$ cat config.mk
export PLATFORM = sky130hd
export DESIGN_NAME = ivr_irq_vector_relocation
export DESIGN_NICKNAME = d
export VERILOG_FILES = /design/src/ivr_pkg.sv /design/src/ivr_irq_vector_relocation.sv
export SDC_FILE = /design/constraint.sdc
export NUM_CORES = 1
export LEC_CHECK = 0
export CORE_MARGIN = 1
export CORE_UTILIZATION = 56
export DETAILED_ROUTE_END_ITERATION = 10
export DONT_BUFFER_PORTS = 1
export PLACE_DENSITY = 0.72
export SYNTH_ARGS = -nofsm -noshare
export SYNTH_HDL_FRONTEND = slang
export SYNTH_SLANG_ARGS = --single-unit
$ cat constraint.sdc
create_clock -name aclk -period 1.5 [get_ports aclk]
set_input_delay 0.15 -clock aclk [delete_from_list [all_inputs] [get_ports aclk]]
set_output_delay 0.15 -clock aclk [all_outputs]
set_load 0.005 [all_outputs]
$ cat src/ivr_pkg.sv
// Shared constants and types for the interrupt vector relocation block.
package ivr_pkg;

  // ----------------------------------------------------------------
  // Register map
  // ----------------------------------------------------------------
  localparam int unsigned ADDR_W   = 4;
  localparam logic [3:0]  CTRL_OFS = 4'h0;  // general_irq_ctrl
  localparam logic [3:0]  STAT_OFS = 4'h4;  // Sequence and lock status.
  localparam logic [7:0]  CTRL_RST = 8'h00;
  localparam int unsigned SEL_BIT  = 1;
  localparam int unsigned ARM_BIT  = 0;
  localparam logic [1:0]  RESP_OKAY   = 2'h0;
  localparam logic [1:0]  RESP_SLVERR = 2'h2;

  // ----------------------------------------------------------------
  // Timing and flash layout
  // ----------------------------------------------------------------
  localparam int unsigned CNT_W          = 3;
  localparam logic [2:0]  ARM_WINDOW_CYC = 3'h4;  // Arm window in system clock cycles.
  localparam int unsigned FA_W           = 12;    // Flash word address width.
  localparam logic [11:0] APP_VEC_BASE   = 12'h000;
  localparam logic [11:0] BOOT_START_2K  = 12'hc00;
  localparam logic [11:0] BOOT_START_1K  = 12'he00;
  localparam logic [11:0] BOOT_START_512 = 12'hf00;
  localparam logic [11:0] BOOT_START_256 = 12'hf80;
  localparam logic [1:0]  FUSE_RST       = 2'h0;

  // Control register layout.
  typedef struct packed {
    logic       ext_irq1_enable;
    logic       ext_irq0_enable;
    logic [3:0] rsvd;
    logic       vector_base_select;
    logic       vector_change_arm;
  } ivr_ctrl_t;

  // Fuse and lock-bit levels as they arrive from the fuse array.
  typedef struct packed {
    logic       boot_reset_fuse;
    logic [1:0] boot_size_fuses;
    logic       app_section_lock;
    logic       boot_section_lock;
  } ivr_fuse_t;

  // Relocation sequence states.
  typedef enum logic [1:0] {ST_IDLE, ST_ARMED, ST_POST} ivr_state_t;

  // Start of the boot section for each boot size setting.
  function automatic logic [11:0] boot_start_of(input logic [1:0] size);
    logic [11:0] a;
    a = BOOT_START_2K;
    case (size)
      2'h0:    a = BOOT_START_2K;
      2'h1:    a = BOOT_START_1K;
      2'h2:    a = BOOT_START_512;
      default: a = BOOT_START_256;
    endcase
    return a;
  endfunction : boot_start_of

endpackage : ivr_pkg

$ cat src/ivr_irq_vector_relocation.sv
// Interrupt vector relocation control with AXI4-Lite register access.
// What this block does
// Select zero: vectors at flash start.
// Select one: vectors at boot section start.
// Boot start follows the boot size fuses.
// Boot reset fuse: reset vector at boot start.
// Software arms, then writes select within four.
// Select changes only while arm is set.
// Block interrupts from arm until next instruction.
// Without select write, block lasts four cycles.
// Blocking leaves the global enable flag alone.
// Arm clears after four cycles or select write.
// Boot vectors plus app lock: block in application.
// App vectors plus boot lock: block in boot.
// Bits 7,6 irq enables, 1 select, 0 arm.
// Bits 5 to 2 read zero, ignore writes.
// Windows count system clocks from the arm write.
`timescale 1ns/100ps
module ivr_irq_vector_relocation (
  input  wire logic                      aclk,
  input  wire logic                      aresetn,
  input  wire logic                      ce,
  input  wire logic [ivr_pkg::ADDR_W-1:0] s_axi_awaddr,
  input  wire logic                      s_axi_awvalid,
  output logic                           s_axi_awready,
  input  wire logic [31:0]               s_axi_wdata,
  input  wire logic [3:0]                s_axi_wstrb,
  input  wire logic                      s_axi_wvalid,
  output logic                           s_axi_wready,
  output logic [1:0]                     s_axi_bresp,
  output logic                           s_axi_bvalid,
  input  wire logic                      s_axi_bready,
  input  wire logic [ivr_pkg::ADDR_W-1:0] s_axi_araddr,
  input  wire logic                      s_axi_arvalid,
  output logic                           s_axi_arready,
  output logic [31:0]                    s_axi_rdata,
  output logic [1:0]                     s_axi_rresp,
  output logic                           s_axi_rvalid,
  input  wire logic                      s_axi_rready,
  input  wire ivr_pkg::ivr_fuse_t        fuse_pins,
  input  wire logic                      exec_in_boot,
  input  wire logic                      instr_done,
  output logic [ivr_pkg::FA_W-1:0]       vector_base_addr,
  output logic [ivr_pkg::FA_W-1:0]       reset_vector_addr,
  output logic                           irq_block,
  output logic                           ext_irq0_enable,
  output logic                           ext_irq1_enable
);
  import ivr_pkg::*;

  ivr_ctrl_t               ctrl_r;
  ivr_state_t              state_r;
  ivr_state_t              state_nxt;
  ivr_fuse_t               fs1_r;
  ivr_fuse_t               fs2_r;
  ivr_fuse_t               fs3_r;
  ivr_fuse_t               fuse_r;
  logic [CNT_W-1:0]        arm_cnt_r;
  logic                    irq_block_r;
  logic                    irq_block_nxt;
  logic [FA_W-1:0]         vec_base_r;
  logic [FA_W-1:0]         rst_vec_r;
  logic                    aw_hold_r;
  logic [ADDR_W-1:0]       awaddr_r;
  logic                    w_hold_r;
  logic [31:0]             wdata_r;
  logic [3:0]              wstrb_r;
  logic                    bvalid_r;
  logic [1:0]              bresp_r;
  logic                    rvalid_r;
  logic [1:0]              rresp_r;
  logic [31:0]             rdata_r;
  logic                    aw_ok;
  logic                    w_ok;
  logic                    wr_fire;
  logic [ADDR_W-1:0]       wr_addr;
  logic [31:0]             wr_data;
  logic [3:0]              wr_strb;
  logic                    ctrl_wr;
  logic                    arm_wr;
  logic                    sel_wr;
  logic                    arm_expire;
  logic                    lock_hit;
  logic [31:0]             stat_word;

  // ----------------------------------------------------------------
  // Fuse synchroniser
  // ----------------------------------------------------------------

  // Three stages; a new fuse level is taken once stages two and three agree.
  always_ff @(posedge aclk) begin
    if (!aresetn) begin
      fs1_r  <= '0;
      fs2_r  <= '0;
      fs3_r  <= '0;
      fuse_r <= '0;
    end else if (ce) begin
      fs1_r <= fuse_pins;
      fs2_r <= fs1_r;
      fs3_r <= fs2_r;
      if (fs2_r == fs3_r) begin
        fuse_r <= fs3_r;
      end
    end
  end

  // ----------------------------------------------------------------
  // AXI4-Lite write channel
  // ----------------------------------------------------------------

  // Address and data are accepted in either order and held until both are in.
  assign s_axi_awready = ce & ~aw_hold_r & ~bvalid_r;
  assign s_axi_wready  = ce & ~w_hold_r & ~bvalid_r;
  assign aw_ok   = aw_hold_r | (s_axi_awvalid & s_axi_awready);
  assign w_ok    = w_hold_r | (s_axi_wvalid & s_axi_wready);
  assign wr_fire = ce & aw_ok & w_ok & ~bvalid_r;
  assign wr_addr = aw_hold_r ? awaddr_r : s_axi_awaddr;
  assign wr_data = w_hold_r ? wdata_r : s_axi_wdata;
  assign wr_strb = w_hold_r ? wstrb_r : s_axi_wstrb;
  assign ctrl_wr = wr_fire & (wr_addr[ADDR_W-1:2] == CTRL_OFS[ADDR_W-1:2]) & wr_strb[0];

  // Holding registers for a half-arrived write and the write response.
  always_ff @(posedge aclk) begin
    if (!aresetn) begin
      aw_hold_r <= 1'b0;
      awaddr_r  <= '0;
      w_hold_r  <= 1'b0;
      wdata_r   <= 32'h0;
      wstrb_r   <= 4'h0;
      bvalid_r  <= 1'b0;
      bresp_r   <= RESP_OKAY;
    end else if (ce) begin
      if (wr_fire) begin
        aw_hold_r <= 1'b0;
        w_hold_r  <= 1'b0;
        bvalid_r  <= 1'b1;
        bresp_r   <= (wr_addr[ADDR_W-1:2] == CTRL_OFS[ADDR_W-1:2] ||
                      wr_addr[ADDR_W-1:2] == STAT_OFS[ADDR_W-1:2]) ? RESP_OKAY : RESP_SLVERR;
      end else begin
        if (s_axi_awvalid && s_axi_awready) begin
          aw_hold_r <= 1'b1;
          awaddr_r  <= s_axi_awaddr;
        end
        if (s_axi_wvalid && s_axi_wready) begin
          w_hold_r <= 1'b1;
          wdata_r  <= s_axi_wdata;
          wstrb_r  <= s_axi_wstrb;
        end
        if (bvalid_r && s_axi_bready) begin
          bvalid_r <= 1'b0;
        end
      end
    end
  end

  assign s_axi_bvalid = bvalid_r;
  assign s_axi_bresp  = bresp_r;

  // ----------------------------------------------------------------
  // Control register and arm window
  // ----------------------------------------------------------------

  // An arm write opens the window; only a disarming write moves select.
  assign arm_wr     = ctrl_wr & wr_data[ARM_BIT];
  assign sel_wr     = ctrl_wr & ~wr_data[ARM_BIT] & ctrl_r.vector_change_arm;
  // Window counted in system clocks from the arm write.
  assign arm_expire = ctrl_r.vector_change_arm & (arm_cnt_r == ARM_WINDOW_CYC - 3'h1);

  // Enables always writable; reserved bits stay zero.
  always_ff @(posedge aclk) begin
    if (!aresetn) begin
      ctrl_r <= ivr_ctrl_t'(CTRL_RST);
    end else if (ce) begin
      if (ctrl_wr) begin
        ctrl_r.ext_irq1_enable <= wr_data[7];
        ctrl_r.ext_irq0_enable <= wr_data[6];
      end
      if (arm_wr) begin
        ctrl_r.vector_change_arm <= 1'b1;
      end else if (sel_wr) begin
        // Select write clears the arm at once.
        ctrl_r.vector_base_select <= wr_data[SEL_BIT];
        ctrl_r.vector_change_arm  <= 1'b0;
      end else if (arm_expire) begin
        // Hardware clear after four cycles.
        ctrl_r.vector_change_arm <= 1'b0;
      end
    end
  end

  // Counts the cycles the arm bit has been standing.
  always_ff @(posedge aclk) begin
    if (!aresetn) begin
      arm_cnt_r <= '0;
    end else if (ce) begin
      if (arm_wr) begin
        arm_cnt_r <= '0;
      end else if (ctrl_r.vector_change_arm) begin
        arm_cnt_r <= arm_cnt_r + 3'h1;
      end
    end
  end

  // ----------------------------------------------------------------
  // Interrupt blocking
  // ----------------------------------------------------------------

  // Sequence: armed, then one instruction after the select write.
  always_comb begin
    state_nxt = state_r;
    case (state_r)
      ST_IDLE: begin
        if (arm_wr) begin
          state_nxt = ST_ARMED;
        end
      end
      ST_ARMED: begin
        if (arm_wr) begin
          state_nxt = ST_ARMED;
        end else if (sel_wr) begin
          state_nxt = ST_POST;
        end else if (arm_expire) begin
          state_nxt = ST_IDLE;
        end
      end
      ST_POST: begin
        if (arm_wr) begin
          state_nxt = ST_ARMED;
        end else if (instr_done) begin
          state_nxt = ST_IDLE;
        end
      end
      default: state_nxt = ST_IDLE;
    endcase
  end

  // Sequence state register.
  always_ff @(posedge aclk) begin
    if (!aresetn) begin
      state_r <= ST_IDLE;
    end else if (ce) begin
      state_r <= state_nxt;
    end
  end

  // Lock bits block interrupts in the section without the table.
  assign lock_hit = ctrl_r.vector_base_select ? (fuse_r.app_section_lock & ~exec_in_boot)
                                              : (fuse_r.boot_section_lock & exec_in_boot);
  // Separate suppress line; the core's global enable flag is never touched.
  assign irq_block_nxt = (state_nxt != ST_IDLE) | lock_hit;

  // Registered suppress output.
  always_ff @(posedge aclk) begin
    if (!aresetn) begin
      irq_block_r <= 1'b0;
    end else if (ce) begin
      irq_block_r <= irq_block_nxt;
    end
  end

  // ----------------------------------------------------------------
  // Vector addresses
  // ----------------------------------------------------------------

  // Table base and reset vector from select and fuses.
  always_ff @(posedge aclk) begin
    if (!aresetn) begin
      vec_base_r <= APP_VEC_BASE;
      rst_vec_r  <= APP_VEC_BASE;
    end else if (ce) begin
      vec_base_r <= ctrl_r.vector_base_select ? boot_start_of(fuse_r.boot_size_fuses) : APP_VEC_BASE;
      rst_vec_r  <= fuse_r.boot_reset_fuse ? boot_start_of(fuse_r.boot_size_fuses) : APP_VEC_BASE;
    end
  end

  assign vector_base_addr  = vec_base_r;
  assign reset_vector_addr = rst_vec_r;
  assign irq_block         = irq_block_r;
  assign ext_irq0_enable   = ctrl_r.ext_irq0_enable;
  assign ext_irq1_enable   = ctrl_r.ext_irq1_enable;

  // ----------------------------------------------------------------
  // AXI4-Lite read channel
  // ----------------------------------------------------------------

  // Status word: suppress, sequence state, arm count and table base.
  assign stat_word = {8'h0, vec_base_r, 4'h0, 1'b0, arm_cnt_r, 2'(state_r), lock_hit, irq_block_r};
  assign s_axi_arready = ce & ~rvalid_r;

  // One read in flight; data and response held until taken.
  always_ff @(posedge aclk) begin
    if (!aresetn) begin
      rvalid_r <= 1'b0;
      rresp_r  <= RESP_OKAY;
      rdata_r  <= 32'h0;
    end else if (ce) begin
      if (s_axi_arvalid && s_axi_arready) begin
        rvalid_r <= 1'b1;
        rresp_r  <= RESP_OKAY;
        if (s_axi_araddr[ADDR_W-1:2] == CTRL_OFS[ADDR_W-1:2]) begin
          rdata_r <= {24'h0, ctrl_r};
        end else if (s_axi_araddr[ADDR_W-1:2] == STAT_OFS[ADDR_W-1:2]) begin
          rdata_r <= stat_word;
        end else begin
          rdata_r <= 32'h0;
          rresp_r <= RESP_SLVERR;
        end
      end else if (rvalid_r && s_axi_rready) begin
        rvalid_r <= 1'b0;
      end
    end
  end

  assign s_axi_rvalid = rvalid_r;
  assign s_axi_rresp  = rresp_r;
  assign s_axi_rdata  = rdata_r;
endmodule : ivr_irq_vector_relocation

==> flow_metrics.env <==
export IMPL_dieArea_um2=5611
export IMPL_fin_area_um2=3496
export IMPL_clk_path_buf_depth=2
export IMPL_critPathBufInv=0
export IMPL_antenna_found_initial=0
export IMPL_skew_ns=0.006274
export IMPL_drive_above_1_share_pct=16.31
export IMPL_ys_ff_latch=63
export IMPL_dpl_instance_area_um2=3007
export IMPL_ir_drop_mv=0.7435
export IMPL_slew_violations=0
export IMPL_status="finished, violations left"
export IMPL_cts_tree="done"
export IMPL_critPathMostFrequentCell="a211oi_1"
export IMPL_slowest_stage="dfxtp_2"
export IMPL_power_density_nw_per_um2=1079
export IMPL_dpl_cell_count=406
export IMPL_core_area_um2=5107
export IMPL_wl_per_cell_um=13.69
export IMPL_netlist_instances=331
export IMPL_worstSetupPathDepth=5
export IMPL_worstSetupPathType="flop to flop"
export IMPL_first_pass_iters=6
export IMPL_post_route_util_pct=68.45
export IMPL_yosysSeqAreaShare_pct=42.37
export IMPL_clk_latency_ns=0.34
export IMPL_tightest_slew_ns=0.5108
export IMPL_critical_path_top_delay_family="simple AND/OR/NAND/NOR gates"
export IMPL_post_dp_hpwl_um=3824
export IMPL_grt_max_degree=58
export IMPL_area_growth_pct=17.44
export IMPL_ys_warn_count=0
export IMPL_grt_total_usage_pct=23.16
export IMPL_n_antenna_cell=0
export IMPL_fmax_mhz=580.9
export IMPL_end_kind="flop"
export IMPL_viasPerCell=5.070
export IMPL_relSlewSlack_pct=65.82
export IMPL_wirelength_um=6080
export IMPL_placementRows=26
export IMPL_crit_path_cell_trace="mux2_4, nor4_4, nand4_1, a211oi_1, a211oi_1"
export IMPL_cts_sinks=63
export IMPL_drv_cap=0
export IMPL_rsz0062_at_grt="true"
export IMPL_start_util_pct=58.28
export IMPL_leakage_uw=0.001475
export IMPL_gr_total_overflow=0
export IMPL_min_path_cells=3
export IMPL_hold_viol=0
export IMPL_min_period_ns=1.721
export IMPL_grt_pass1_wl_um=9597
export IMPL_reg2reg_depth=5
export IMPL_ant_nets=0
export IMPL_fillers=432
export IMPL_setup_viol=10
export IMPL_timing_final_ws_setup_ns=-0.2214
export IMPL_failed_checks="setup timing"
export IMPL_io_buffers=0
export IMPL_io_pins=127
export IMPL_fin_cells=444
export IMPL_cp_required_ns=1.72
export IMPL_grt_use_met3_pct=6.961
export IMPL_cts_buffers_inserted=9
export IMPL_use_met1_pct=29.03
export IMPL_synth_cell_area_um2=2977
export IMPL_drcViolationCount=0
export IMPL_htreeDepth=3
export IMPL_use_met2_pct=35.84
export IMPL_die_h_um=74.91
export IMPL_path_clk_slew_ns=0.07
export IMPL_dr_total_vias=2251
export IMPL_cp_max_fo=4
export IMPL_ys_types=45
export IMPL_root_buffer="clkbuf_8"
export IMPL_pre_cts_ws_ns=-0.2229
export IMPL_avgSynthCellArea_um2=8.993
export IMPL_drt_iter0_markers=108
export IMPL_hp_class="primary input to flop"
export IMPL_crit_arrival_ns=1.94
export IMPL_finalCritPeriodShare_pct=114.8
export IMPL_grt_busiest_layer="met2"
export IMPL_place_congestion=0.8197
export IMPL_grt_pass1_vias=2064
export IMPL_crit_path_max_incr_delay_ns=0.36
export IMPL_nNetsFinal=430
export IMPL_fp_dieW_um=74.91
export IMPL_startpoint_type="flop"
[final timing paths]
path | from | endpoint | slack [ns]
min reg2reg | s_axi_rresp[1] | s_axi_rresp[1] | 0.47
max | aw_hold_r | ctrl_r[1] | -0.22
min | s_axi_araddr[3] | s_axi_rdata[0] | 0.04
max reg2reg | aw_hold_r | ctrl_r[1] | -0.22
[synthesized netlist by cell type, drive strengths merged]
cell type  instances  area share [%]
dfxtp             63              42
buf               45              12
nor2              41             5.3
mux2i             35              12
a21oi             30             5.0
nand2             26             3.3
nand3             18             3.2
clkbuf             9             1.5
nand2b             8             1.9
inv                6            0.76
xor2               5             1.5
nor3               4            0.67
a211oi             3            0.76
a311oi             3            0.88
mux2               3             1.3
nand4              3            0.63
nor2b              3            0.63
o211ai             3            0.76
o21ai              3            0.50
and3               2            0.46
ha                 2            0.84
nor4               2            0.92
or3                2            0.42
a21o               1            0.25
a2bb2oi            1            0.29
a41oi              1            0.29
and2               1            0.21
conb               1            0.13
nor3b              1            0.25
nor4b              1            0.29
o21bai             1            0.25
o2bb2ai            1            0.29
o311a              1            0.34
or3b               1            0.29
xnor2              1            0.29
[sequential cells by signal, summed over array words and instances, names as in the netlist, 3 cells and up]
signal	cells
arm_cnt_r	3
fuse_r	5
reset_vector_addr	4
fs3_r	5
wdata_r	4
s_axi_rdata	12
vector_base_addr	4
fs2_r	5
fs1_r	5
[timing repair]
action | in CTS | in global routing
pin swaps | 2 | 7
hold buffers | 20 | 0
setup endpoints to repair | 21 | 22
buffers inserted | 1 | 1
hold endpoints to repair | 42 | 0
gates resized for setup | 8 | 4
[area by class of cell]
cell class	instances	area, µm²	area share, %
clock buffers	13	158.9	4.545
clock inverters	3	65.06	1.861
inverters	6	22.52	0.6442
multi-input cells	242	1463	41.84
flip-flops and latches	63	1266	36.22
well taps	70	87.58	2.505
repair buffers	47	432.9	12.38
[metrics by stage]
| stage | TNS [ns] | hold WS [ns] | power [µW] |
|---|---|---|---|
| 2_1_floorplan | -0.6361 | 0.2857 | 2087 |
| 3_3_place_gp | -1.043 | 0.2610 | 2074 |
| 3_5_place_dp | -1.719 | 0.2635 | 2081 |
| 4_1_cts | -1.356 | 0.01398 | 3798 |
| 5_1_grt | -2.865 | 0.05174 | 3910 |
| 6_report | -1.447 | 0.03734 | 3772 |
[cells in the final DEF, fill, tap and decap left out, drive strengths merged, types with 8 or more instances in the layout]
cell type    count
mux2i           35
clkbuf          13
conb            35
buf             28
dfxtp           63
nand2b           8
nand2           26
nor2            41
nand3           18
dlygate4sd3     19
a21oi           30
[metal layers]
layer | vias to the layer above | part of all wire, %
li1 | 1133 | -
met1 | 1026 | 45
met2 | 81 | 46
met3 | 11 | 6.9
met4 | 0 | 1.9
met5 | - | 0
[worst min-delay path: stages]
cell and delay (ns):
nor3_1 0.03, a21oi_1 0.10, nor2_1 0.04
[cells by family (layout without fill, tap and decap cells)]
kind of cell,count (synthesis),after routing,share of synthesized area [%]
buffers and inverters,60,69,13.74
adder cells (fa/ha/maj),2,2,0.8406
flip-flops,63,63,42.37
other,1,35,0.1260
AO/OA/AOI/OAI,48,48,9.668
multiplexers,38,38,13.03
AND/OR/NAND/NOR,113,113,18.45
XOR/XNOR,6,6,1.765
[where the power goes]
group          leakage, µW  internal (µW)  total [µW]  switching, µW
clock             0.000114           1030        1640            618
sequential        0.000512           1710        1740           30.3
combinational     0.000849            188         385            198
total              0.00148           2930        3770            846
Power figures use the tool's default switching activity.
